### src/hdl/ifcd_map.svh
/*
  Constants for the input function configuration decoder: bit positions of the
  setup word, field widths, reserved mask and reset value.
  Assumes inclusion by bare name from the package and the design modules.
*/
`ifndef IFCD_MAP_SVH
`define IFCD_MAP_SVH

`define IFCD_CFG_W          16              // setup word width
`define IFCD_CFG_RESET      16'h0000        // setup word after reset
`define IFCD_RSVD_MASK      16'h13c0        // bit 12 and bits 9..6 reserved
`define IFCD_BIT_QUAL_EN    11              // use network home qualifier
`define IFCD_BIT_ENC_EN     10              // use built-in encoder
`define IFCD_IN2_SEL_HI     5               // input 2 selector msb
`define IFCD_IN2_SEL_LO     3               // input 2 selector lsb
`define IFCD_IN1_SEL_HI     2               // input 1 selector msb
`define IFCD_IN1_SEL_LO     0               // input 1 selector lsb
`define IFCD_SEL_W          3               // selector width
`define IFCD_POS_W          32              // encoder position width

`endif

### src/hdl/ifcd_pkg.sv
/*
  Types shared by the input function configuration decoder.
  Assumes ifcd_map.svh is on the include path.
*/
`include "ifcd_map.svh"

package ifcd_pkg;

  // input function selector codes
  typedef enum logic [`IFCD_SEL_W-1:0] {
    IFCD_FN_GP      = 3'h0,   // general purpose, reported only
    IFCD_FN_CW_LIM  = 3'h1,   // clockwise_travel_limit
    IFCD_FN_CCW_LIM = 3'h2,   // counterclockwise_travel_limit
    IFCD_FN_INDEX   = 3'h3,   // start indexed move
    IFCD_FN_STOP    = 3'h4,   // stop jog or registration move
    IFCD_FN_ESTOP   = 3'h5,   // emergency stop
    IFCD_FN_HOME    = 3'h6,   // home switch
    IFCD_FN_BAD     = 3'h7    // reserved combination
  } ifcd_fn_e;

  // per-input edge information
  typedef struct packed {
    logic level;   // current active state
    logic rise;    // inactive-to-active this cycle
    logic change;  // any transition this cycle
  } ifcd_evt_s;

endpackage

### src/hdl/ifcd_edge.sv
/*
  Edge detector for one discrete input.
  Assumes the input is already corrected for its active level and synchronous to clk.
*/
`timescale 1ns/1ps

module ifcd_edge (
  input  wire logic          clk,    // device clock
  input  wire logic          rst_n,  // async reset, active low
  input  wire logic          din,    // input, 1 = active
  output ifcd_pkg::ifcd_evt_s evt    // level and edge flags
);

  logic prev_reg;   // input one cycle ago
  logic prev_next;  // next value of prev_reg

  // next value: simply follow the input
  always_comb begin
    prev_next = din;
  end

  // register; reset as inactive so an input active at reset gives one rise
  always_ff @(posedge clk or negedge rst_n) begin
    if (!rst_n) begin
      prev_reg <= 1'b0;
    end else begin
      prev_reg <= prev_next;
    end
  end

  // combinational edge flags
  always_comb begin
    evt.level  = din;
    evt.rise   = din & ~prev_reg;
    evt.change = din ^ prev_reg;
  end

endmodule

### src/hdl/ifcd_top.sv
/*
  Input function configuration decoder: stores the setup word, validates it,
  decodes the function of two discrete inputs and drives motion requests.
  Assumes inputs synchronous to clk, already corrected for active level; the
  motion sequencer consumes the one-cycle request pulses.

*/
`timescale 1ns/1ps
`include "ifcd_map.svh"

module ifcd_top #(
  parameter int POS_W = `IFCD_POS_W   // encoder position width
) (
  input  wire logic                  clk,           // device clock, 25 MHz
  input  wire logic                  rst_n,         // async reset, active low
  input  wire logic                  cfg_wr,        // setup word write strobe
  input  wire logic [`IFCD_CFG_W-1:0] cfg_wdata,    // setup word write data
  input  wire logic                  in1,           // discrete input 1, 1 = active
  input  wire logic                  in2,           // discrete input 2, 1 = active
  input  wire logic                  home_qual,     // network home qualifier bit
  input  wire logic                  index_pending, // indexed move waiting
  input  wire logic                  jog_running,   // jog or registration move running
  input  wire logic [POS_W-1:0]      enc_pos,       // live encoder position
  output logic [`IFCD_CFG_W-1:0]     cfg_rdata,     // stored setup word
  output logic                       cfg_error,     // last write was invalid
  output logic                       enc_enable,    // built-in encoder in use
  output logic                       qual_enable,   // qualifier in use
  output logic [1:0]                 input_status,  // input levels for host
  output logic                       clockwise_travel_limit,      // clockwise_travel_limit active
  output logic                       counterclockwise_travel_limit,     // counterclockwise_travel_limit active
  output logic                       home_switch,   // qualified home switch level
  output logic                       home_hunt,     // qualifier seen, hunting home
  output logic                       index_start,   // pulse: start indexed move
  output logic                       jog_stop,      // pulse: controlled stop
  output logic                       estop,         // pulse: immediate stop
  output logic                       capture_valid, // pulse: position captured
  output logic [POS_W-1:0]           capture_pos    // captured encoder position
);

  // selector of one input from a setup word
  function automatic ifcd_pkg::ifcd_fn_e sel_of(input logic [`IFCD_CFG_W-1:0] w,
                                                  input logic second);
    if (second) begin
      sel_of = ifcd_pkg::ifcd_fn_e'(w[`IFCD_IN2_SEL_HI:`IFCD_IN2_SEL_LO]);
    end else begin
      sel_of = ifcd_pkg::ifcd_fn_e'(w[`IFCD_IN1_SEL_HI:`IFCD_IN1_SEL_LO]);
    end
  endfunction

  // validity of a candidate setup word
  function automatic logic word_ok(input logic [`IFCD_CFG_W-1:0] w);
    ifcd_pkg::ifcd_fn_e s1;
    ifcd_pkg::ifcd_fn_e s2;
    s1 = sel_of(w, 1'b0);
    s2 = sel_of(w, 1'b1);
    word_ok = 1'b1;
    if ((w & `IFCD_RSVD_MASK) != 16'h0000) begin
      word_ok = 1'b0;
    end
    if (s1 == ifcd_pkg::IFCD_FN_BAD || s2 == ifcd_pkg::IFCD_FN_BAD) begin
      word_ok = 1'b0;
    end
    if (s1 == s2 && s1 != ifcd_pkg::IFCD_FN_GP) begin
      word_ok = 1'b0;
    end
  endfunction

  // configuration state
  logic [`IFCD_CFG_W-1:0] raw_reg, raw_next;    // last written word, readback
  logic [`IFCD_CFG_W-1:0] act_reg, act_next;    // last valid word, in force
  logic                   err_reg, err_next;    // invalid-write flag

  // home qualifier state
  logic qual_prev_reg, qual_prev_next;          // qualifier one cycle ago
  logic armed_reg, armed_next;                  // qualifier rise seen

  // output registers
  logic [1:0]       stat_reg, stat_next;
  logic             cw_reg, cw_next;
  logic             ccw_reg, ccw_next;
  logic             home_reg, home_next;
  logic             idx_reg, idx_next;
  logic             stop_reg, stop_next;
  logic             es_reg, es_next;
  logic             capv_reg, capv_next;
  logic [POS_W-1:0] capp_reg, capp_next;

  // decoded fields of the word in force
  ifcd_pkg::ifcd_fn_e fn1, fn2;                 // input functions
  logic               enc_en, qual_en;          // feature enables
  ifcd_pkg::ifcd_evt_s ev1, ev2;                // edge info per input

  assign fn1     = sel_of(act_reg, 1'b0);
  assign fn2     = sel_of(act_reg, 1'b1);
  assign enc_en  = act_reg[`IFCD_BIT_ENC_EN];
  assign qual_en = act_reg[`IFCD_BIT_QUAL_EN];

  // one edge detector per input
  ifcd_edge u_edge1 (
    .clk   (clk),
    .rst_n (rst_n),
    .din   (in1),
    .evt   (ev1)
  );

  ifcd_edge u_edge2 (
    .clk   (clk),
    .rst_n (rst_n),
    .din   (in2),
    .evt   (ev2)
  );

  // configuration write: a bad word is stored for readback but not applied
  always_comb begin
    raw_next = raw_reg;
    act_next = act_reg;
    err_next = err_reg;
    if (cfg_wr) begin
      raw_next = cfg_wdata;
      if (word_ok(cfg_wdata)) begin
        act_next = cfg_wdata;
        err_next = 1'b0;
      end else begin
        err_next = 1'b1;
      end
    end
  end

  always_ff @(posedge clk or negedge rst_n) begin
    if (!rst_n) begin
      raw_reg <= `IFCD_CFG_RESET;
      act_reg <= `IFCD_CFG_RESET;
      err_reg <= 1'b0;
    end else begin
      raw_reg <= raw_next;
      act_reg <= act_next;
      err_reg <= err_next;
    end
  end

  // qualifier arming: once armed it stays until qualifier use is turned off,
  // since the hunt starts on the rise even if the bit later falls
  always_comb begin
    qual_prev_next = home_qual;
    armed_next     = armed_reg;
    if (!qual_en) begin
      armed_next = 1'b0;
    end else if (home_qual && !qual_prev_reg) begin
      armed_next = 1'b1;
    end
  end

  always_ff @(posedge clk or negedge rst_n) begin
    if (!rst_n) begin
      qual_prev_reg <= 1'b0;
      armed_reg     <= 1'b0;
    end else begin
      qual_prev_reg <= qual_prev_next;
      armed_reg     <= armed_next;
    end
  end

  // function decode; duplicates other than general purpose are refused, so each function has one source
  always_comb begin
    logic home_lvl;
    home_lvl  = 1'b0;
    stat_next = {ev2.level, ev1.level};
    cw_next   = 1'b0;
    ccw_next  = 1'b0;
    idx_next  = 1'b0;
    stop_next = 1'b0;
    es_next   = 1'b0;
    capv_next = 1'b0;
    capp_next = capp_reg;
    // clockwise / counterclockwise limits follow the level
    if (fn1 == ifcd_pkg::IFCD_FN_CW_LIM) begin
      cw_next = ev1.level;
    end
    if (fn2 == ifcd_pkg::IFCD_FN_CW_LIM) begin
      cw_next = ev2.level;
    end
    if (fn1 == ifcd_pkg::IFCD_FN_CCW_LIM) begin
      ccw_next = ev1.level;
    end
    if (fn2 == ifcd_pkg::IFCD_FN_CCW_LIM) begin
      ccw_next = ev2.level;
    end
    // index start: rising edge only, and only with a move pending
    if ((fn1 == ifcd_pkg::IFCD_FN_INDEX && ev1.rise) ||
        (fn2 == ifcd_pkg::IFCD_FN_INDEX && ev2.rise)) begin
      idx_next = index_pending;
    end
    // index input captures on every transition when encoder is in use
    if (enc_en && ((fn1 == ifcd_pkg::IFCD_FN_INDEX && ev1.change) ||
                   (fn2 == ifcd_pkg::IFCD_FN_INDEX && ev2.change))) begin
      capv_next = 1'b1;
      capp_next = enc_pos;
    end
    // controlled stop of a running jog or registration move
    if (jog_running && ((fn1 == ifcd_pkg::IFCD_FN_STOP && ev1.rise) ||
                        (fn2 == ifcd_pkg::IFCD_FN_STOP && ev2.rise))) begin
      stop_next = 1'b1;
      if (enc_en) begin
        capv_next = 1'b1;
        capp_next = enc_pos;
      end
    end
    // emergency stop on rising edge
    if ((fn1 == ifcd_pkg::IFCD_FN_ESTOP && ev1.rise) ||
        (fn2 == ifcd_pkg::IFCD_FN_ESTOP && ev2.rise)) begin
      es_next = 1'b1;
    end
    // home switch level
    if (fn1 == ifcd_pkg::IFCD_FN_HOME) begin
      home_lvl = ev1.level;
    end
    if (fn2 == ifcd_pkg::IFCD_FN_HOME) begin
      home_lvl = ev2.level;
    end
    // with qualifier use on and no qualifier rise, the switch is masked, so homing never completes
    home_next = home_lvl & (~qual_en | armed_reg);
  end

  always_ff @(posedge clk or negedge rst_n) begin
    if (!rst_n) begin
      stat_reg <= 2'h0;
      cw_reg   <= 1'b0;
      ccw_reg  <= 1'b0;
      home_reg <= 1'b0;
      idx_reg  <= 1'b0;
      stop_reg <= 1'b0;
      es_reg   <= 1'b0;
      capv_reg <= 1'b0;
      capp_reg <= '0;
    end else begin
      stat_reg <= stat_next;
      cw_reg   <= cw_next;
      ccw_reg  <= ccw_next;
      home_reg <= home_next;
      idx_reg  <= idx_next;
      stop_reg <= stop_next;
      es_reg   <= es_next;
      capv_reg <= capv_next;
      capp_reg <= capp_next;
    end
  end

  // outputs straight from flip-flops
  assign cfg_rdata     = raw_reg;
  assign cfg_error     = err_reg;
  assign enc_enable    = act_reg[`IFCD_BIT_ENC_EN];
  assign qual_enable   = act_reg[`IFCD_BIT_QUAL_EN];
  assign input_status  = stat_reg;
  assign clockwise_travel_limit      = cw_reg;
  assign counterclockwise_travel_limit     = ccw_reg;
  assign home_switch   = home_reg;
  assign home_hunt     = armed_reg;
  assign index_start   = idx_reg;
  assign jog_stop      = stop_reg;
  assign estop         = es_reg;
  assign capture_valid = capv_reg;
  assign capture_pos   = capp_reg;

endmodule

### config.mk
export PLATFORM = sky130hd
export DESIGN_NAME = ifcd_top
export DESIGN_NICKNAME = d
export VERILOG_FILES = /design/src/hdl/ifcd_pkg.sv /design/src/hdl/ifcd_edge.sv /design/src/hdl/ifcd_top.sv
export VERILOG_INCLUDE_DIRS = /design/src /design/src/hdl
export SDC_FILE = /design/constraint.sdc
export NUM_CORES = 1
export LEC_CHECK = 0
export BUFFER_PORTS_ARGS = -buffer_cell sky130_fd_sc_hd__buf_2
export CAP_MARGIN = 20
export CORE_ASPECT_RATIO = 1.1
export CORE_MARGIN = 2
export CORE_UTILIZATION = 43
export DETAILED_ROUTE_END_ITERATION = 8
export HOLD_SLACK_MARGIN = 0.05
export PLACE_DENSITY_LB_ADDON = 0.05
export SLEW_MARGIN = 10
export SYNTH_ARGS = -nofsm -noshare
export SYNTH_HDL_FRONTEND = slang
export SYNTH_SLANG_ARGS = --single-unit
### constraint.sdc
create_clock -name clk -period 2 [get_ports clk]
set_input_delay 0.2 -clock clk [delete_from_list [all_inputs] [get_ports clk]]
set_output_delay 0.2 -clock clk [all_outputs]
set_load 0.1 [all_outputs]
* Word-level counts from Yosys, hierarchy flattened
Index checks and enable logic that the tools add are counted. Widths: inputs -> output; s select.
Storage, ports and cells: bits in registers 74, output and inout port bits 61, word-level logic and storage cells 86
Operators by class: equal/unequal tests 16, muxes and demuxes 24, bitwise operators 9, reduce and logical (&&, ||, !) cells 21
Operators by type and width (number):
- $mux 32 | 3
- $eq 3x3->1 const B | 8
- $mux 1 | 19
- $reduce_bool 16->1 | 1
- $eq 3x2->1 const B | 4
- $logic_and 1x1->1 | 12
- $eq 3x1->1 const B | 2
- $mux 3 | 2
- $logic_or 1x1->1 | 5
- $and 1x1->1 | 3
- $eq 3x3->1 | 1
- $not 1->1 | 3
- $reduce_bool 3->1 | 1
- $ne 2x1->1 const B | 1
- $reduce_and 2->1 | 1
- $xor 1x1->1 | 2
- $logic_not 1->1 | 1
- $or 1x1->1 | 1

* Longest topological paths before layout
Gate-level depths: netlist of the first run.
depth after elaboration 7, gate-level depth with buffers 8, depth with buffers taken out 6

* Hierarchy
Synthesis of the first run repeated with hierarchy kept, for this count alone.
Unflattened totals: cells, all modules 182, area, all modules 2782.7 um^2
Modules (own cells, without submodules):
- ifcd_top | instances 1, cells each 172, area an instance 2677.6 um^2, sequential area each 1701.6 um^2
- ifcd_edge | instances 2, cells each 5, area an instance 52.6 um^2, sequential area each 25.0 um^2

* Worst setup path after synthesis of the first run
No wires, ideal clock.
path kind register to register, from reg stat_reg[1], in the netlist input_status[1], to reg with a tool-made name, setup time 126 ps, data arrival time 1783 ps, slack 90 ps, stages on the path, launching flop included 9, buffers on the path 2, period minus slack after synthesis 1910 ps, cell sequence dfrtp_1 -> inv_1 -> ha_1 -> and4bb_2 -> o21a_1 -> o31a_1 -> buf_6 -> buf_12 -> mux2_4
RTL lines:
- start: declaration | line ifcd_top.sv:78 | logic [1:0] stat_reg, stat_next;
- start signal: assignment | line ifcd_top.sv:236 | stat_reg <= stat_next;

==> summary.txt, run 1 <==
Power
  • Peak VDD IR: 0.000858 V
  • Sequential share of power: 31.3%
  • Sw Share: 48.6%
  • PD cells: 1480 mW/mm²
  • Switching pwr: 0.00279 W
  • Pleak: 2.01 nW
  • Clock network fraction of total power: 21.7%
  • Comb power frac: 47.0%
  • Internal Power: 0.00295 W

Yosys
  • Mapped Cells: 179
  • Ranking of synthesized cells by area: dfrtp_1, mux2_4, mux2_2
  • Yosys top cell area share: 59.5%
  • Post-synth EDFFs: 0
  • Most used DFF post-synth: dfrtp_1
  • Syn_nets: 237
  • Cell taking the most area after synthesis: dfrtp_1
  • Ys async rst share: 100%
  • Number of synthesized register bits: 68
  • Synth unique cells: 32
  • Register area share after synthesis: 59.5%
  • Mapped cell area: 0.00286 mm²
  • Yosys warns: 0
  • Avg Cell Area, Syn: 16.0 µm²

STA
  • RSZ-0062 raised after global routing: true
  • Worst Tran Pin Value: 0.508 ns
  • Max-slew violations: 0
  • Final Hold Vio Count: 0
  • Setup WS post-layout: 0.0248 ns
  • Min Tclk post-route: 1.98 ns
  • Max Freq: 506 MHz
  • Final period util: 98.8%
  • Clk_skew: 0.00666 ns
  • Setup violations, final: 0
  • Max-Slew Margin vs Limit: 66.4%

CTS
  • TritonCTS clock tree: yes
  • Worst-path clk slew: 0.07 ns
  • H-tree depth: 3
  • Total clock sinks: 68
  • TritonCTS Buffers: 9
  • Postcts setup bufs: 0
  • Clock latency on the worst-skew pair: 0.33 ns
  • Longest Clk Path Bufs: 2
  • Root buffer cell: clkbuf_8

Global routing
  • Pin count of the biggest net entering global routing: 69
  • Vias in the first global route: 1810
  • Initial antenna violation count: 0
  • GRT Total Usage: 15.6%
  • GRT overflow: 0
  • First-pass GRT wire length: 8.65 mm

Floorplan
  • Starting Density: 43.9%
  • IO Count: 117
  • Core Box Area: 0.00652 mm²
  • Die width: 81.7 µm
  • Die Ht: 89.5 µm
  • FP Rows: 31
  • Die area: 0.00732 mm²

Setup path
  • WP data required: 2.22 ns
  • Slowest Stage Delay on Critical Path: 0.41 ns
  • Crit Path Category: reg -> reg
  • CP Max Fanout: 7
  • Critical path buffers and inverters: 2
  • CP top delay family: compound AO/OA/AOI/OAI gates
  • Slowest stage cell, crit path: o31a_4
  • CP Data Arrival Time: 2.19 ns
  • CP Launch Type: register
  • Critical path cell sequence: inv_1, ha_2, and4bb_2, o21a_1, o31a_4, clkbuf_16, mux2_4
  • Critical Path End Type: register

Routing
  • Post-route ant nets: 0
  • Highest routed layer: met4
  • DR WL/cell: 14.5 µm
  • WL met2: 2.71 mm
  • DR DRC count: 0
  • Met1 WL: 2.58 mm
  • Drt first pass iters: 4
  • Via count: 1898
  • WL met3: 423 µm
  • Drt via density: 4.75
  • DRT iter0 DRCs: 51
  • Drt total wl: 5.81 mm

Placement
  • RePlAce Congestion: 0.779
  • Final HPWL DP: 4.08 mm
  • IO Port Bufs: 116
  • DP Worst Slack: 0.0141 ns

Cells and area
  • Synthesis-to-layout area growth: 36.0%
  • Core Util, Final: 59.7%
  • Final net count: 371
  • Share of cells above drive strength 1: 65.7%
  • # diodes: 0

Hold path
  • Worst Hold Class: in -> reg

Status
  • Status: complete, no violations

Flow run
  • MaxCap Viol Count: 0
-- stage by stage --
stage	TNS [ns]	hold WS [ns]	power (W)	std cells	area, µm²
final	0	0.0975	0.00574	400	3890
after global routing	-0.638	0.0756	0.00597	400	3890
after CTS	0	0.0809	0.00577	397	3790
after detailed placement	0	0.249	0.00451	379	3550
after global placement	0	0.255	0.00449	379	3550
after floorplan	0	-0.0956	0.00406	179	2860
-- worst reg2reg max path, cell delays in order (launching register included) --
cell       delay [ns]
dfrtp_1          0.34
inv_1            0.05
ha_2             0.17
and4bb_2         0.21
o21a_1           0.21
o31a_4           0.41
clkbuf_16        0.19
mux2_4           0.30
-- synth_stat cells (all sizes together), types with 2 or more instances --
cell / instances
a21boi: 2
xor2: 3
buf: 7
nor4: 2
nand2: 5
mux2: 57
nor2: 3
and4bb: 2
nand3: 2
nand4b: 4
dfrtp: 68
o21ai: 2
a21oi: 2
inv: 4
ha: 2
nor3: 4
-- cells by family after synthesis --
kind of cell | after synthesis | synth area share (%)
fa+ha+maj | 2 | 0.875
simple gates | 28 | 6.61
flops | 68 | 59.5
buf+inv | 12 | 3.81
xor+xnor | 3 | 0.919
compound gates | 9 | 2.01
mux | 57 | 26.3
-- layer usage --
metal / vias up / track usage, %
met5: - / 0
met4: 0 / 6.82
met3: 10 / 4.55
met2: 72 / 22.8
met1: 906 / 21.6
li1: 910 / -
-- path summary, 6_finish.rpt --
kind,startpoint,endpoint,slack (ns),cells past startpoint
setup / recovery,input_status[1],register,0.02,7
hold / removal,enc_pos[9],register,0.1,2
setup reg to reg,input_status[1],register,0.02,7
hold reg to reg,act_reg[11],home_switch,0.48,1
max in group asynchronous,rst_n,cfg_rdata[11],1.29,3
min in group asynchronous,rst_n,asynchronous set/reset pin,0.43,3
-- power groups by stage --
stage	Combinational, W	Sequential [W]	Clock, W
detailed placement	0.00269	0.00182	0
floorplan	0.000451	0.00361	0
global route	0.00279	0.00184	0.00135
global placement	0.00267	0.00182	0
CTS	0.00270	0.00180	0.00127
finish	0.00270	0.00180	0.00125
-- layout make-up --
class	count	area [µm²]
clock inverters	6	87.6
clock buffers	10	138
fillers	531	2630
multi-input cells	99	1080
well taps	82	103
repair buffers	131	766
flip-flops and latches	68	1700
inverters	4	15.0
-- placed cells by master, fill, tap and decap left out, types with 3 or more instances in the layout --
cell and instances:
dfrtp_1 68, nand4b_1 4, xor2_1 3, buf_2 116
nand2_1 5, clkbuf_8 10, buf_4 7, clkinvlp_4 3
nor2_1 3, mux2_4 29, inv_1 3, mux2_2 28
nor3_1 3
-- repair_timing --
action,4_1_cts,5_1_grt
setup endpoints to repair,6,32
gates resized for setup,0,7
hold buffers,2,0
pin swaps,1,2
cloned,0,3
hold endpoints to repair,69,0
Power figures use the tool's default switching activity.
==> run 2: changes to the inputs <==
--- a/config.mk
+++ b/config.mk
@@ -10,7 +10,7 @@
 export CAP_MARGIN = 20
 export CORE_ASPECT_RATIO = 1.1
 export CORE_MARGIN = 2
-export CORE_UTILIZATION = 43
+export CORE_UTILIZATION = 48
 export DETAILED_ROUTE_END_ITERATION = 8
 export HOLD_SLACK_MARGIN = 0.05
 export PLACE_DENSITY_LB_ADDON = 0.05
==> constraint.sdc (replaced) <==
create_clock -name clk -period 1.85 [get_ports clk]
set_input_delay 0.185 -clock clk [delete_from_list [all_inputs] [get_ports clk]]
set_output_delay 0.185 -clock clk [all_outputs]
set_load 0.1 [all_outputs]
==> summary.txt, run 2 (same netlist as run 1, synthesis figures left out) <==
Status
  • Status: complete, but fails checks
  • Failing checks: negative setup slack

Floorplan
  • Die width: 77.6 µm
  • FP Rows: 29
  • Core Box Area: 0.00577 mm²
  • Starting Density: 49.6%
  • IO Count: 117
  • Die area: 0.00659 mm²
  • Die Ht: 84.9 µm

Setup path
  • Crit. Startpoint: input_status[0]
  • WP data required: 2.08 ns
  • Critical Path End Type: register
  • Reg2Reg Depth: 7
  • CP Data Arrival Time: 2.14 ns
  • Crit Path Category: reg -> reg
  • Slowest stage cell, crit path: dfrtp_1
  • CP Max Fanout: 11
  • Slowest Stage Delay on Critical Path: 0.37 ns
  • Critical R2R Launch: input_status[0]
  • Critical path cell sequence: inv_2, ha_4, and4bb_1, o21a_1, o31a_4, clkbuf_16, mux2_4
  • CP Launch Type: register

Routing
  • DRT iter0 DRCs: 79
  • Via count: 1974
  • DR DRC count: 0
  • DR WL/cell: 14.7 µm
  • Drt first pass iters: 4
  • Drt total wl: 5.93 mm
  • Drt via density: 4.89
  • Post-route ant nets: 0

Cells and area
  • Final cell count without fillers: 404
  • FILL cells: 446
  • Final net count: 381
  • Reg area: 0.00170 mm²
  • Share of cells above drive strength 1: 67.0%
  • Synthesis-to-layout area growth: 38.6%
  • Commonest non-fill, non-tap cell in the layout: buf_2
  • Core Util, Final: 68.7%
  • Multi-input gate area: 0.00111 mm²
  • # diodes: 0
  • Commonest cells after routing, fill and taps aside: buf_2, dfrtp_1, mux2_4, mux2_2, buf_4

STA
  • Worst Tran Pin Value: 0.508 ns
  • Setup violations, final: 30
  • Clk_skew: 0.00610 ns
  • RSZ-0062 raised after global routing: true
  • Max-slew violations: 0
  • Setup WS post-layout: -0.0609 ns
  • Min Tclk post-route: 1.91 ns
  • Setup TNS: -1.25 ns
  • Max-Slew Margin vs Limit: 66.3%
  • Final period util: 103%
  • Max Freq: 523 MHz
  • Final Hold Vio Count: 0

Power
  • Total power: 0.00620 W
  • Peak VDD IR: 0.00113 V
  • Pleak: 2.06 nW
  • PD cells: 1570 mW/mm²

Placement
  • Final HPWL DP: 4.01 mm
  • Inst Count DP: 382
  • IO Port Bufs: 116
  • RePlAce Congestion: 0.773

CTS
  • H-tree depth: 3
  • Clock latency on the worst-skew pair: 0.34 ns
  • TritonCTS clock tree: yes
  • TritonCTS Buffers: 9
  • Worst-path clk slew: 0.07 ns
  • Longest Clk Path Bufs: 2
  • Root buffer cell: clkbuf_8
  • Total clock sinks: 68

Global routing
  • Vias in the first global route: 1997
  • GRT Total Usage: 19.2%
  • First-pass GRT wire length: 9.72 mm
  • Pin count of the biggest net entering global routing: 69
  • Initial antenna violation count: 0
  • GRT overflow: 0

Flow run
  • MaxCap Viol Count: 0

Hold path
  • Hold path startpoint: enc_pos[12]
  • Hold Path Depth: 2
  • Worst Hold Class: in -> reg
## run 2: repair_timing
item                                    in CTS  in global routing
pin swaps                                    0                  1
buffers inserted                             0                  3
gates resized for setup                      5                  4
hold buffers                                 2                  0
gates cloned                                 0                  2
endpoints found under the setup margin      31                 31
endpoints found under the hold margin       69                  0
## run 2: report_power, final
group	leakage [nW]	internal [W]	switching [W]
registers	0.877	0.00178	0.000165
clock network	0.102	0.000747	0.000529
logic	1.08	0.000661	0.00232
total	2.06	0.00319	0.00302
## run 2: worst paths after layout
path / end / slack (ns)
worst max-delay path: register / -0.06
worst min-delay path: register / 0.07
worst max register to register: register / -0.06
worst min register to register: home_switch / 0.49
max in group asynchronous: act_reg[10] / 1.16
min in group asynchronous: asynchronous set/reset pin / 0.40
## run 2: cell type report
cell class                      count  area share [%]
Sequential cell                    68            43.0
Multi-Input combinational cell     99            27.9
Timing Repair Buffer              141            21.1
Clock buffer                       10            3.22
Tap cell                           77            2.43
Clock inverter                      5            1.96
Inverter                            4           0.379
## run 2: per-layer routing
| metal | GRT usage, % | vias up | wire (µm) |
|---|---|---|---|
| met5 | 0 | - | 0 |
| met4 | 10.7 | 0 | 149 |
| met3 | 5.11 | 14 | 394 |
| met2 | 27.7 | 82 | 2660 |
| met1 | 26.4 | 953 | 2720 |
| li1 | - | 925 | - |
## run 2: worst max-delay path: cells and delay by family (launching register included)
family	cells	cell delay, ns
flip-flops	1	0.37
multiplexers	1	0.30
buffers and inverters	2	0.25
AO/OA/AOI/OAI	2	0.54
adder cells (fa/ha/maj)	1	0.15
AND/OR/NAND/NOR	1	0.19
## run 2: stage by stage
| step | hold slack, ns | setup slack, ns | cell area (µm²) |
|---|---|---|---|
| 2_1_floorplan | -0.111 | 0.0202 | 2870 |
| 3_5_place_dp | 0.233 | -0.0710 | 3610 |
| 5_1_grt | 0.0514 | -0.114 | 3960 |
| 4_1_cts | 0.0521 | -0.0416 | 3870 |
| 6_report | 0.0672 | -0.0609 | 3960 |
| 3_3_place_gp | 0.235 | -0.0548 | 3610 |
==> run 3: changes to the inputs <==
--- a/config.mk
+++ b/config.mk
@@ -6,7 +6,7 @@
 export SDC_FILE = /design/constraint.sdc
 export NUM_CORES = 1
 export LEC_CHECK = 0
-export BUFFER_PORTS_ARGS = -buffer_cell sky130_fd_sc_hd__buf_2
+export BUFFER_PORTS_ARGS = -buffer_cell sky130_fd_sc_hd__buf_4
 export CAP_MARGIN = 20
 export CORE_ASPECT_RATIO = 1.1
 export CORE_MARGIN = 2
==> summary.txt, run 3 (same netlist as run 1, synthesis figures left out) <==
Status
  • Status: complete, but fails checks
  • Failing checks: negative setup slack

STA
  • Min Tclk post-route: 1.91 ns
  • Final period util: 103%
  • Max Freq: 523 MHz
  • Clk_skew: 0.0115 ns
  • Setup violations, final: 32
  • Max-slew violations: 0
  • Setup WS post-layout: -0.0628 ns
  • RSZ-0062 raised after global routing: true
  • Final Hold Vio Count: 0
  • Max-Slew Margin vs Limit: 70.9%
  • Worst Tran Pin Value: 0.436 ns

Routing
  • Drt via density: 4.89
  • DR WL/cell: 15.2 µm
  • DRT iter0 DRCs: 66
  • DR DRC count: 0
  • Drt total wl: 6.10 mm
  • Post-route ant nets: 0
  • Via count: 1961
  • Drt first pass iters: 5

CTS
  • TritonCTS clock tree: yes
  • Total clock sinks: 68
  • Clock latency on the worst-skew pair: 0.34 ns
  • Worst-path clk slew: 0.08 ns
  • H-tree depth: 3
  • Root buffer cell: clkbuf_8
  • Longest Clk Path Bufs: 2
  • TritonCTS Buffers: 9

Setup path
  • Critical R2R Launch: input_status[0]
  • Slowest stage cell, crit path: dfrtp_1
  • Critical path cell sequence: inv_1, ha_2, and4bb_1, o21a_1, o31a_4, buf_12, mux2_4
  • Critical path buffers and inverters: 2
  • CP top delay family: compound AO/OA/AOI/OAI gates
  • Critical Path End Type: register
  • Slowest Stage Delay on Critical Path: 0.35 ns
  • CP Data Arrival Time: 2.13 ns
  • WP data required: 2.06 ns
  • CP Launch Type: register
  • CP Max Fanout: 13
  • Reg2Reg Depth: 7
  • Flop2flop setup slack: -0.06 ns
  • Crit Path Category: reg -> reg

Cells and area
  • Layout Cell Area excl Fill: 0.00417 mm²
  • Multi-input gate area: 0.00108 mm²
  • Final cell count without fillers: 401
  • # diodes: 0
  • Commonest non-fill, non-tap cell in the layout: buf_4
  • Synthesis-to-layout area growth: 45.7%
  • Final net count: 377
  • FILL cells: 402
  • Commonest cells after routing, fill and taps aside: buf_4, dfrtp_1, mux2_4, mux2_2, clkbuf_8
  • Share of cells above drive strength 1: 66.7%
  • Reg area: 0.00170 mm²

Power
  • Pleak: 2.09 nW
  • Sequential share of power: 31.6%
  • Switching pwr: 0.00306 W
  • Comb power frac: 51.0%
  • Peak VDD IR: 0.00111 V
  • PD cells: 1490 mW/mm²
  • Clock network fraction of total power: 17.4%
  • Internal Power: 0.00313 W
  • Sw Share: 49.4%

Floorplan
  • Core Box Area: 0.00577 mm²
  • Die area: 0.00659 mm²
  • IO Count: 117
  • Die Ht: 84.9 µm
  • FP Rows: 29
  • Die width: 77.6 µm
  • Starting Density: 49.6%

Global routing
  • GRT overflow: 0
  • First-pass GRT wire length: 10.2 mm
  • GRT Total Usage: 19.9%
  • Initial antenna violation count: 0
  • Pin count of the biggest net entering global routing: 37
  • Vias in the first global route: 2084

Placement
  • IO Port Bufs: 116
  • Placed instance area: 0.00391 mm²
  • Inst Count DP: 381
  • RePlAce Congestion: 0.771
  • Final HPWL DP: 4.35 mm

Flow run
  • MaxCap Viol Count: 0

Hold path
  • Hold path startpoint: enc_pos[5]
  • Hold Path Depth: 2
  • Worst Hold Class: in -> reg
==> run 3: changes by cell type in the layout (fill, tap and decap cells not counted), moves of 2 or more <==
cell	delta
buf_2	-116
buf_4	+113
bufinv_16	-2
clkbuf_16	-2
clkinv_4	+2
==> run 3: cell type report <==
class,count,area share [%]
Clock inverter,6,0.961
Multi-Input combinational cell,99,26.0
Timing Repair Buffer,137,26.2
Inverter,4,0.360
Sequential cell,68,40.9
Clock buffer,10,3.30
Tap cell,77,2.31
==> run 3: how the worst max path moves through the flow <==
stage,start,end,depth (start not counted)
after detailed placement,input_status[0],register,6
after CTS,input_status[0],register,7
after global placement,input_status[0],register,6
after floorplan,input_status[1],register,8
final,input_status[0],register,7
after global routing,input_status[0],register,7
==> run 3: metal layers <==
layer / track usage (%) / part of all wire [%] / vias to the layer above
met1: 26.3 / 44 / 952
met5: 0 / 0 / -
li1: - / - / 925
met4: 7.31 / 1.4 / 0
met3: 6.60 / 7.0 / 7
met2: 30.7 / 48 / 77
==> run 3: timing repair <==
item | in CTS | in global routing
gates resized for setup | 5 | 0
setup endpoints to repair | 32 | 32
cloned | 1 | 0
buffers inserted | 0 | 1
hold buffers | 2 | 0
pin swaps | 0 | 0
hold endpoints to repair | 33 | 0
==> run 3: power by group through the flow <==
stage          Sequential (W)  Combinational, W  Clock [W]
2_1_floorplan         0.00390          0.000487          0
3_3_place_gp          0.00197           0.00312          0
3_5_place_dp          0.00197           0.00315          0
4_1_cts               0.00196           0.00317    0.00111
5_1_grt               0.00200           0.00324    0.00118
6_report              0.00196           0.00316    0.00108
==> run 3: metrics by stage <==
stage               power, W  TNS, ns  hold WS, ns  setup slack, ns  utilization [%]
finish               0.00620    -1.64       0.0752          -0.0628             72.2
detailed placement   0.00512    -1.17        0.157          -0.0610             67.7
CTS                  0.00624   -0.675       0.0610          -0.0335             72.1
global route         0.00642    -3.77       0.0526           -0.141             72.2
global placement     0.00509   -0.910        0.162          -0.0427             67.7
floorplan            0.00439        0       -0.111           0.0202                -
==> run 3: worst reg2reg max path, cell delays in order, from the launching register on <==
cell      delay, ns
dfrtp_1        0.35
inv_1          0.05
ha_2           0.17
and4bb_1       0.22
o21a_1         0.21
o31a_4         0.34
buf_12         0.17
mux2_4         0.30
